===== src/core/wtw_pkg.sv =====
// wtw_pkg: register map, field layout, reset values and mode encodings for the wide timer
// assumes a single 100 MHz clock domain and an AHB-Lite register bus
package wtw_pkg;
	localparam logic [7:0] CTRL_A_OFF = 8'h00;
	localparam logic [7:0] CTRL_B_OFF = 8'h04;
	localparam logic [7:0] CNT_OFF = 8'h08;
	localparam logic [7:0] CMP_A_OFF = 8'h0C;
	localparam logic [7:0] CMP_B_OFF = 8'h10;
	localparam logic [7:0] CAP_OFF = 8'h14;
	localparam logic [7:0] DIR_OFF = 8'h18;
	localparam logic [7:0] STAT_OFF = 8'h1C;
	localparam logic [7:0] MASK_OFF = 8'h20;
	localparam logic [7:0] PRESC_OFF = 8'h24;
	localparam int ACT_A_HI = 7;
	localparam int ACT_A_LO = 6;
	localparam int ACT_B_HI = 5;
	localparam int ACT_B_LO = 4;
	localparam int MODE_LO_HI = 1;
	localparam int MODE_HI_HI = 4;
	localparam int MODE_HI_LO = 3;
	localparam logic [7:0] CTRL_A_MASK = 8'hF3;
	localparam logic [7:0] CTRL_B_MASK = 8'h18;
	localparam logic [7:0] CTRL_RESET = 8'h00;
	localparam logic [15:0] BOTTOM_VAL = 16'h0000;
	localparam logic [15:0] MAX_VAL = 16'hFFFF;
	localparam logic [15:0] TOP_8BIT = 16'h00FF;
	localparam logic [15:0] TOP_9BIT = 16'h01FF;
	localparam logic [15:0] TOP_10BIT = 16'h03FF;
	localparam logic [15:0] PRESC_RESET = 16'h0000;
	localparam int ST_OVF = 0;
	localparam int ST_MA = 1;
	localparam int ST_MB = 2;
	localparam int ST_W = 3;
	localparam logic [1:0] ACT_OFF = 2'h0;
	localparam logic [1:0] ACT_TOG = 2'h1;
	localparam logic [1:0] ACT_CLR = 2'h2;
	localparam logic [1:0] ACT_SET = 2'h3;
	typedef enum logic [1:0] {
		WTW_SEQ_NORMAL = 2'h0,
		WTW_SEQ_FAST = 2'h1,
		WTW_SEQ_DUAL = 2'h2
	} wtw_seq_type;
	typedef enum logic [2:0] {
		WTW_TOP_MAX = 3'h0,
		WTW_TOP_8 = 3'h1,
		WTW_TOP_9 = 3'h2,
		WTW_TOP_10 = 3'h3,
		WTW_TOP_CMPA = 3'h4,
		WTW_TOP_CAP = 3'h5
	} wtw_top_type;
	typedef enum logic [1:0] {
		WTW_UPD_NOW = 2'h0,
		WTW_UPD_TOP = 2'h1,
		WTW_UPD_BOT = 2'h2
	} wtw_upd_type;
endpackage : wtw_pkg


===== src/core/wtw_timer.sv =====
// wtw_timer: 16-bit timer/counter with waveform mode decode and two compare outputs
// assumes AHB-Lite single word transfers; inputs synchronous to CLK_I
//
// Decided for this implementation: register access over AHB-Lite and the placing of the registers.
`timescale 1ns/1ps
`default_nettype none
module wtw_timer (
	input wire logic CLK_I,
	input wire logic RST_I,
	input wire logic HSEL_I,
	input wire logic [31:0] HADDR_I,
	input wire logic [1:0] HTRANS_I,
	input wire logic HWRITE_I,
	input wire logic [2:0] HSIZE_I,
	input wire logic [31:0] HWDATA_I,
	input wire logic HREADY_I,
	output logic [31:0] HRDATA_O,
	output logic HREADYOUT_O,
	output logic HRESP_O,
	input wire logic PORT_A_I,
	input wire logic PORT_B_I,
	output logic PIN_A_O,
	output logic PIN_A_OE_N_O,
	output logic PIN_B_O,
	output logic PIN_B_OE_N_O,
	output logic IRQ_O
);
	import wtw_pkg::*;
	logic [7:0] ctrl_a_r;
	logic [7:0] ctrl_b_r;
	logic [15:0] cnt_r;
	logic [15:0] cmp_buf_a_r;
	logic [15:0] cmp_buf_b_r;
	logic [15:0] cmp_a_r;
	logic [15:0] cmp_b_r;
	logic [15:0] cap_r;
	logic [1:0] dir_r;
	logic [ST_W-1:0] stat_r;
	logic [ST_W-1:0] mask_r;
	logic [15:0] presc_r;
	logic [15:0] presc_cnt_r;
	logic down_r;
	logic wave_out_a;
	logic wave_out_b;
	logic wr_pend_r;
	logic [7:0] wr_addr_r;
	logic tick;
	logic [3:0] wave_mode_sel;
	logic [1:0] chan_a_output_action;
	logic [1:0] chan_b_output_action;
	wtw_seq_type seq;
	wtw_top_type top_src;
	wtw_upd_type upd;
	logic [15:0] top_val;
	logic at_top;
	logic at_bot;
	logic match_a;
	logic match_b;
	logic ovf_ev;
	logic upd_ev;
	logic cnt_wr;
	logic [ST_W-1:0] ev;

	// fields split out of the control registers
	assign chan_a_output_action = ctrl_a_r[ACT_A_HI:ACT_A_LO];
	assign chan_b_output_action = ctrl_a_r[ACT_B_HI:ACT_B_LO];
	assign wave_mode_sel = {ctrl_b_r[MODE_HI_HI:MODE_HI_LO], ctrl_a_r[MODE_LO_HI:0]};

	// mode table: sequence, TOP source and buffer update point
	always_comb
	begin
		seq = WTW_SEQ_NORMAL;
		top_src = WTW_TOP_MAX;
		upd = WTW_UPD_NOW;
		case (wave_mode_sel)
			4'h0: top_src = WTW_TOP_MAX;
			4'h1, 4'h2, 4'h3:
			begin
				seq = WTW_SEQ_DUAL;
				upd = WTW_UPD_TOP;
				top_src = wtw_top_type'({1'b0, wave_mode_sel[1:0]});
			end
			4'h4: top_src = WTW_TOP_CMPA;
			4'h5, 4'h6, 4'h7:
			begin
				seq = WTW_SEQ_FAST;
				upd = WTW_UPD_TOP;
				top_src = wtw_top_type'({1'b0, wave_mode_sel[1:0]});
			end
			4'h8, 4'h9, 4'hA, 4'hB:
			begin
				seq = WTW_SEQ_DUAL;
				upd = wave_mode_sel[1] ? WTW_UPD_TOP : WTW_UPD_BOT;
				top_src = wave_mode_sel[0] ? WTW_TOP_CMPA : WTW_TOP_CAP;
			end
			4'hC: top_src = WTW_TOP_CAP;
			4'hE, 4'hF:
			begin
				seq = WTW_SEQ_FAST;
				upd = WTW_UPD_TOP;
				top_src = wave_mode_sel[0] ? WTW_TOP_CMPA : WTW_TOP_CAP;
			end
			default: top_src = WTW_TOP_MAX; // reserved mode 13 behaves as normal
		endcase
	end

	always_comb
	begin
		case (top_src)
			WTW_TOP_8: top_val = TOP_8BIT;
			WTW_TOP_9: top_val = TOP_9BIT;
			WTW_TOP_10: top_val = TOP_10BIT;
			WTW_TOP_CMPA: top_val = cmp_a_r;
			WTW_TOP_CAP: top_val = cap_r;
			default: top_val = MAX_VAL;
		endcase
	end

	// a register TOP below the counter wraps at MAX, as software was warned
	assign at_top = (cnt_r == top_val);
	assign at_bot = (cnt_r == BOTTOM_VAL);
	assign match_a = tick && !cnt_wr && (cnt_r == cmp_a_r);
	assign match_b = tick && !cnt_wr && (cnt_r == cmp_b_r);
	always_comb
	begin
		case (seq)
			WTW_SEQ_FAST: ovf_ev = tick && at_top;
			WTW_SEQ_DUAL: ovf_ev = tick && at_bot && down_r;
			default: ovf_ev = tick && (cnt_r == MAX_VAL);
		endcase
	end
	always_comb
	begin
		case (upd)
			WTW_UPD_TOP: upd_ev = tick && at_top;
			WTW_UPD_BOT: upd_ev = tick && at_bot;
			default: upd_ev = 1'b1;
		endcase
	end

	// prescaler: count enable every presc_r+1 clocks
	always_ff @(posedge CLK_I)
	begin
		if (RST_I || presc_cnt_r >= presc_r)
			presc_cnt_r <= 16'h0000;
		else
			presc_cnt_r <= presc_cnt_r + 16'h0001;
	end
	assign tick = (presc_cnt_r >= presc_r);

	// bus slave: zero wait states; a write is visible the cycle after its data phase
	logic ahb_go;
	assign ahb_go = HSEL_I && HREADY_I && HTRANS_I[1];
	assign HREADYOUT_O = 1'b1;
	assign HRESP_O = 1'b0;
	always_ff @(posedge CLK_I)
	begin
		if (RST_I)
		begin
			wr_pend_r <= 1'b0;
			wr_addr_r <= 8'h00;
		end
		else
		begin
			wr_pend_r <= ahb_go && HWRITE_I;
			wr_addr_r <= HADDR_I[7:0];
		end
	end
	assign cnt_wr = wr_pend_r && (wr_addr_r == CNT_OFF);
	always_ff @(posedge CLK_I)
	begin
		if (RST_I)
			HRDATA_O <= 32'h0000_0000;
		else if (ahb_go && !HWRITE_I)
		begin
			case (HADDR_I[7:0])
				CTRL_A_OFF: HRDATA_O <= {24'h000000, ctrl_a_r};
				CTRL_B_OFF: HRDATA_O <= {24'h000000, ctrl_b_r};
				CNT_OFF: HRDATA_O <= {16'h0000, cnt_r};
				CMP_A_OFF: HRDATA_O <= {16'h0000, cmp_buf_a_r};
				CMP_B_OFF: HRDATA_O <= {16'h0000, cmp_buf_b_r};
				CAP_OFF: HRDATA_O <= {16'h0000, cap_r};
				DIR_OFF: HRDATA_O <= {30'h0, dir_r};
				STAT_OFF: HRDATA_O <= {29'h0, stat_r};
				MASK_OFF: HRDATA_O <= {29'h0, mask_r};
				PRESC_OFF: HRDATA_O <= {16'h0000, presc_r};
				default: HRDATA_O <= 32'h0000_0000;
			endcase
		end
	end

	always_ff @(posedge CLK_I)
	begin
		if (RST_I)
		begin
			ctrl_a_r <= CTRL_RESET;
			ctrl_b_r <= CTRL_RESET;
			cmp_buf_a_r <= 16'h0000;
			cmp_buf_b_r <= 16'h0000;
			cap_r <= 16'h0000;
			dir_r <= 2'h0;
			mask_r <= '0;
			presc_r <= PRESC_RESET;
		end
		else if (wr_pend_r)
		begin
			case (wr_addr_r)
				CTRL_A_OFF: ctrl_a_r <= HWDATA_I[7:0] & CTRL_A_MASK;
				CTRL_B_OFF: ctrl_b_r <= HWDATA_I[7:0] & CTRL_B_MASK;
				CMP_A_OFF: cmp_buf_a_r <= HWDATA_I[15:0];
				CMP_B_OFF: cmp_buf_b_r <= HWDATA_I[15:0];
				CAP_OFF: cap_r <= HWDATA_I[15:0];
				DIR_OFF: dir_r <= HWDATA_I[1:0];
				MASK_OFF: mask_r <= HWDATA_I[ST_W-1:0];
				PRESC_OFF: presc_r <= HWDATA_I[15:0];
				default: ;
			endcase
		end
	end

	// active compare values take the buffer at the mode's update point
	always_ff @(posedge CLK_I)
	begin
		if (RST_I)
		begin
			cmp_a_r <= 16'h0000;
			cmp_b_r <= 16'h0000;
		end
		else if (upd_ev)
		begin
			cmp_a_r <= cmp_buf_a_r;
			cmp_b_r <= cmp_buf_b_r;
		end
	end

	// counter and direction
	always_ff @(posedge CLK_I)
	begin
		if (RST_I)
		begin
			cnt_r <= BOTTOM_VAL;
			down_r <= 1'b0;
		end
		else if (cnt_wr)
			cnt_r <= HWDATA_I[15:0];
		else if (tick)
		begin
			case (seq)
				WTW_SEQ_DUAL:
				begin
					if (at_top)
					begin
						down_r <= 1'b1;
						cnt_r <= cnt_r - 16'h0001;
					end
					else if (at_bot)
					begin
						down_r <= 1'b0;
						cnt_r <= cnt_r + 16'h0001;
					end
					else if (down_r)
						cnt_r <= cnt_r - 16'h0001;
					else
						cnt_r <= cnt_r + 16'h0001;
				end
				default:
				begin
					down_r <= 1'b0;
					if (at_top)
						cnt_r <= BOTTOM_VAL;
					else
						cnt_r <= cnt_r + 16'h0001;
				end
			endcase
		end
	end

	// next output level; dual-slope match at TOP counts as falling, at BOTTOM as rising
	function automatic logic wave_next(input logic cur, input logic [1:0] act,
		input wtw_seq_type sq, input logic mt, input logic dn, input logic is_a);
		logic r;
		r = cur;
		if (sq == WTW_SEQ_NORMAL)
		begin
			case (act)
				ACT_TOG: r = ~cur;
				ACT_CLR: r = 1'b0;
				ACT_SET: r = 1'b1;
				default: r = cur;
			endcase
		end
		else if (act == ACT_TOG)
			r = (mt && is_a) ? ~cur : cur;
		else if (sq == WTW_SEQ_FAST)
			r = (act == ACT_SET) ? 1'b1 : 1'b0;
		else if (act != ACT_OFF)
			r = (act == ACT_CLR) ? dn : ~dn;
		return r;
	endfunction : wave_next

	// waveform registers; fast PWM TOP event wins over a match at TOP
	logic top_tick;
	assign top_tick = tick && at_top && (seq == WTW_SEQ_FAST);
	always_ff @(posedge CLK_I)
	begin
		if (RST_I)
			wave_out_a <= 1'b0;
		else if (top_tick && chan_a_output_action[1])
			wave_out_a <= (chan_a_output_action == ACT_CLR);
		else if (match_a)
			wave_out_a <= wave_next(wave_out_a, chan_a_output_action, seq,
				wave_mode_sel[3], (down_r || at_top) && !at_bot, 1'b1);
	end
	always_ff @(posedge CLK_I)
	begin
		if (RST_I)
			wave_out_b <= 1'b0;
		else if (top_tick && chan_b_output_action[1])
			wave_out_b <= (chan_b_output_action == ACT_CLR);
		else if (match_b)
			wave_out_b <= wave_next(wave_out_b, chan_b_output_action, seq,
				wave_mode_sel[3], (down_r || at_top) && !at_bot, 1'b0);
	end

	// pin mux: override port function only when action selects waveform
	logic own_a;
	logic own_b;
	assign own_a = (chan_a_output_action != ACT_OFF) &&
		!(seq != WTW_SEQ_NORMAL && chan_a_output_action == ACT_TOG && !wave_mode_sel[3]);
	assign own_b = (chan_b_output_action != ACT_OFF) &&
		!(seq != WTW_SEQ_NORMAL && chan_b_output_action == ACT_TOG);
	assign PIN_A_O = own_a ? wave_out_a : PORT_A_I;
	assign PIN_B_O = own_b ? wave_out_b : PORT_B_I;
	assign PIN_A_OE_N_O = ~dir_r[0];
	assign PIN_B_OE_N_O = ~dir_r[1];

	// sticky events; a set in the same cycle as a write-one clear wins
	assign ev[ST_OVF] = ovf_ev;
	assign ev[ST_MA] = match_a;
	assign ev[ST_MB] = match_b;
	logic [ST_W-1:0] clr;
	assign clr = (wr_pend_r && wr_addr_r == STAT_OFF) ? HWDATA_I[ST_W-1:0] : '0;
	always_ff @(posedge CLK_I)
	begin
		if (RST_I)
			stat_r <= '0;
		else
			stat_r <= (stat_r & ~clr) | ev;
	end
	assign IRQ_O = |(stat_r & mask_r);
endmodule : wtw_timer
`default_nettype wire


===== config.mk =====
export PLATFORM = sky130hd
export DESIGN_NAME = wtw_timer
export DESIGN_NICKNAME = d
export VERILOG_FILES = /design/src/core/wtw_pkg.sv /design/src/core/wtw_timer.sv
export SDC_FILE = /design/constraint.sdc
export NUM_CORES = 1
export LEC_CHECK = 0
export BUFFER_PORTS_ARGS = -buffer_cell sky130_fd_sc_hd__buf_4
export CORE_UTILIZATION = 50
export CTS_BUF_LIST = sky130_fd_sc_hd__clkbuf_8 sky130_fd_sc_hd__clkbuf_16
export DETAILED_ROUTE_END_ITERATION = 7
export PLACE_DENSITY = 0.7
export RECOVER_POWER = 25
export SYNTH_ARGS = -nofsm -noshare
export SYNTH_HDL_FRONTEND = slang
export SYNTH_SLANG_ARGS = --single-unit

===== constraint.sdc =====
create_clock -name CLK_I -period 3.8 [get_ports CLK_I]
set_input_delay 0.19 -clock CLK_I [delete_from_list [all_inputs] [get_ports CLK_I]]
set_output_delay 0.19 -clock CLK_I [all_outputs]
set_load 0.005 [all_outputs]

==> summary.md <==
| Metric | Value |
|---|---|
| Status | complete, but fails checks |
| Violated checks | max-capacitance violations, max-slew violations |
| Largest net degree at the start of global routing | 82 |
| Antenna Cells | 0 |
| CP Launch Type | flip-flop |
| Post-cts sizing count | 0 |
| Tcrit/Tclk final | 97.13% |
| Post-Syn Area | 10080 um^2 |
| Die width | 144.0 um |
| Minimum clock period | 3.691 ns |
| Crit-path cells | buf_4, or3_1, nand2_1, a2111o_1, a211oi_1, nand4_1, nor4_4, buf_4, o21ai_4, mux2_4, a21o_1, a221o_1 |
| I/O pins | 115 |
| FF-to-FF setup slack | 0.11 ns |
| HP Class | input pin to flip-flop |
| Worst EP arrival | 4.01 ns |
| Setup Skew | 0.006704 ns |
| Vias | 9167 |
| Initial antenna violation count | 0 |
| Layout cells sized above 1 | 12.58% |
| Starting Density | 51.43% |
| Mean Syn Cell Area | 8.061 um^2 |
| Worst Tran Pin Value | 3.185 ns |
| Fin worst setup slack | 0.1091 ns |
| Clock sink total | 172 |
| Worst-path clk slew | 0.07 ns |
| Vias in the first global route | 8460 |
| IO Port Bufs | 52 |
| Final nets | 1379 |
| Yosys warns | 0 |
| Row cnt | 51 |
| Gr usage total | 29.35% |
| Post-DRT Antenna Nets | 0 |
| CTS tree | done |
| Area Overhead vs Synth | 11.88% |
| Cell count after synthesis | 1250 |
| Final HPWL DP | 21860 um |
| TNS Setup | 0 ns |
| Die Span Y | 144.0 um |
| Root buf cell | clkbuf_16 |
| Slew HR | -112.3% |
| First-pass GRT wire length | 46020 um |
| Routed len/inst | 19.06 um |
| Post-synth top flop | dfxtp_1 |
| Total power | 4.127 mW |
| Critical Path Max Stage Delay | 0.74 ns |
| Die area | 20720 um^2 |
| Worst vdd ir | 315.6 uV |
| DRT Pass-1 Iters | 6 |
| PwrDens | 366.1 nW/um^2 |
| Final setup fails | 0 |
| Area leader, netlist | dfxtp_1 |
| Seq cells post-synth | 172 |
| Post-synthesis sequential area ratio | 34.17% |
| CP Data Required Time | 4.12 ns |
| LEAKAGE | 4.289 nW |
| Number of synthesized flops with an enable pin | 0 |
| Area share of the largest cell type after synthesis | 34.17% |
| Post-synth cell types | 87 |
| Crit path from | ctrl_b_r[4] |
| Routability Congestion | 0.9109 |
| Crit. End Element | flip-flop |
| Initial drt markers | 799 |
| Worst r2r src | ctrl_b_r[4] |
| DRC | 0 |
| Post-CTS Setup Inserts | 0 |
| Max-slew violations | 73 |
| Core area | 19590 um^2 |
| Synth top area cells | dfxtp_1 (34%), mux2i_1 (8.9%), nor2_1 (6.6%) |
| Hold Vio Cnt, Final | 0 |
| Setup Slack @ Placement | 0.1701 ns |
| Hold path start | HREADY_I |
| MaxCap Viol Count | 1 |
| DR vias/cell | 5.903 |
| Skew-Pair Late Insertion Delay | 0.43 ns |
| Max frequency | 270.9 MHz |
| Most used cell, CP | buf_4 |
| Post-synth ARST share | 0% |
| H-tree Lvls | 4 |
| Clk buf depth | 2 |
| Crit path kind | flip-flop to flip-flop |
| CP max stage cell | dfxtp_1 |
| Unrepaired setup endpoints after global routing | false |
| Grt ovf | 0 |
| Total wire length | 29600 um |
| CP Max Fanout | 12 |
| CTS buffer count | 17 |
## through the flow
step | cell area, um^2 | hold WS, ns | cells | utilization, %
6_report | 11270 | 0.03282 | 1553 | 57.55
5_1_grt | 11270 | 0.04302 | 1553 | 57.55
4_1_cts | 11280 | 0.02000 | 1553 | 57.60
3_5_place_dp | 10610 | 0.4124 | 1515 | 54.14
3_3_place_gp | 10610 | 0.4086 | 1515 | 54.14
2_1_floorplan | 10140 | 0.3146 | 1266 | -
## repair_timing
| action | 4_1_cts | 5_1_grt |
|---|---|---|
| hold buffers | 6 | 0 |
| endpoints found under the setup margin | 0 | 0 |
| endpoints found under the hold margin | 6 | 0 |
## cell type report
cell class                 count  area, um^2
inverter                      48       180.2
timing repair buffer          96       737.0
fill                        1769        8317
clock buffer                  18       439.2
sequential                   172        3443
tap                          265       331.6
multi-input combinational    940        5962
clock inverter                14       180.2
## Yosys cell counts, types with 12 or more instances
library cell    n
dfxtp_1       172
clkbuf_1       64
inv_1          48
buf_4          21
nor2b_1        17
nand2_1       143
nor3_1         17
or3_1          12
and3_1         20
xnor2_1        36
o21ai_0        26
xor2_1         18
nor2_1        178
nand3_1        30
ha_1           28
a21oi_1        96
mux2i_1        90
## final timing paths
check | to | cells after the start
max | cnt_r[8] | 12
min | wr_pend_r | 3
max reg2reg | cnt_r[8] | 12
min reg2reg | presc_cnt_r[0] | 1
## worst max-delay path, delay by kind of cell (launching register included)
family	cells	cell delay, ns
AOI/OAI and AO/OA	5	1.32
buffers and inverters	2	0.51
DFF	1	0.74
muxes	1	0.33
and+or+nand+nor	4	0.67
## logic make-up after synthesis
logic type                 after synthesis  share of synthesized area (%)
other                                    2                        0.07453
DFF                                    172                          34.17
AOI/OAI and AO/OA                      246                          16.48
muxes                                  104                          10.54
adders and majority gates               28                          3.477
xor gates and xnor gates                54                          4.694
and+or+nand+nor                        490                          23.06
buffers and inverters                  154                          7.500
## sequential cells by signal, summed over array words and instances, names as in the netlist
name and cells:
HRDATA_O 16, cap_r 16, cmp_a_r 16, cmp_b_r 16
cmp_buf_a_r 16, cmp_buf_b_r 16, cnt_r 16, presc_cnt_r 16
presc_r 16, wr_addr_r 8, ctrl_a_r 6, mask_r 3
stat_r 3, ctrl_b_r 2, dir_r 2, down_r 1
wave_out_a 1, wave_out_b 1, wr_pend_r 1
## routing by layer
| layer | up-vias | part of all wire, % | GRT usage [%] |
|---|---|---|---|
| li1 | 4384 | - | - |
| met1 | 4271 | 42 | 38.21 |
| met2 | 425 | 46 | 47.14 |
| met3 | 87 | 8.2 | 5.098 |
| met4 | 0 | 3.5 | 13.49 |
| met5 | - | 0 | 0 |
## where the power goes
group | switching (mW) | total (mW) | internal [mW] | leakage [nW]
clock network | 0.797 | 1.87 | 1.07 | 0.303
logic | 0.265 | 0.418 | 0.153 | 2.60
registers | 0.0192 | 1.84 | 1.82 | 1.39
## cell usage in the layout, fill, tap and decap left out, types with 10 or more instances in the layout
| cell type | n |
|---|---|
| a21oi_1 | 95 |
| conb_1 | 18 |
| xnor2_1 | 36 |
| nor2b_1 | 17 |
| nand4_1 | 10 |
| o21ai_0 | 26 |
| a211oi_1 | 10 |
| buf_4 | 68 |
| nor4_1 | 10 |
| mux2_2 | 11 |
| clkbuf_16 | 17 |
| inv_1 | 48 |
| nand2_1 | 143 |
| clkbuf_4 | 18 |
| xor2_1 | 18 |
| a31oi_1 | 10 |
| mux2i_1 | 90 |
| nand3_1 | 30 |
| dfxtp_1 | 172 |
| nor3_1 | 17 |
| or3_1 | 12 |
| a21o_1 | 10 |
| a221oi_1 | 11 |
| and3_1 | 20 |
| nor2_1 | 177 |
| ha_1 | 28 |
Power figures use the tool's default switching activity.
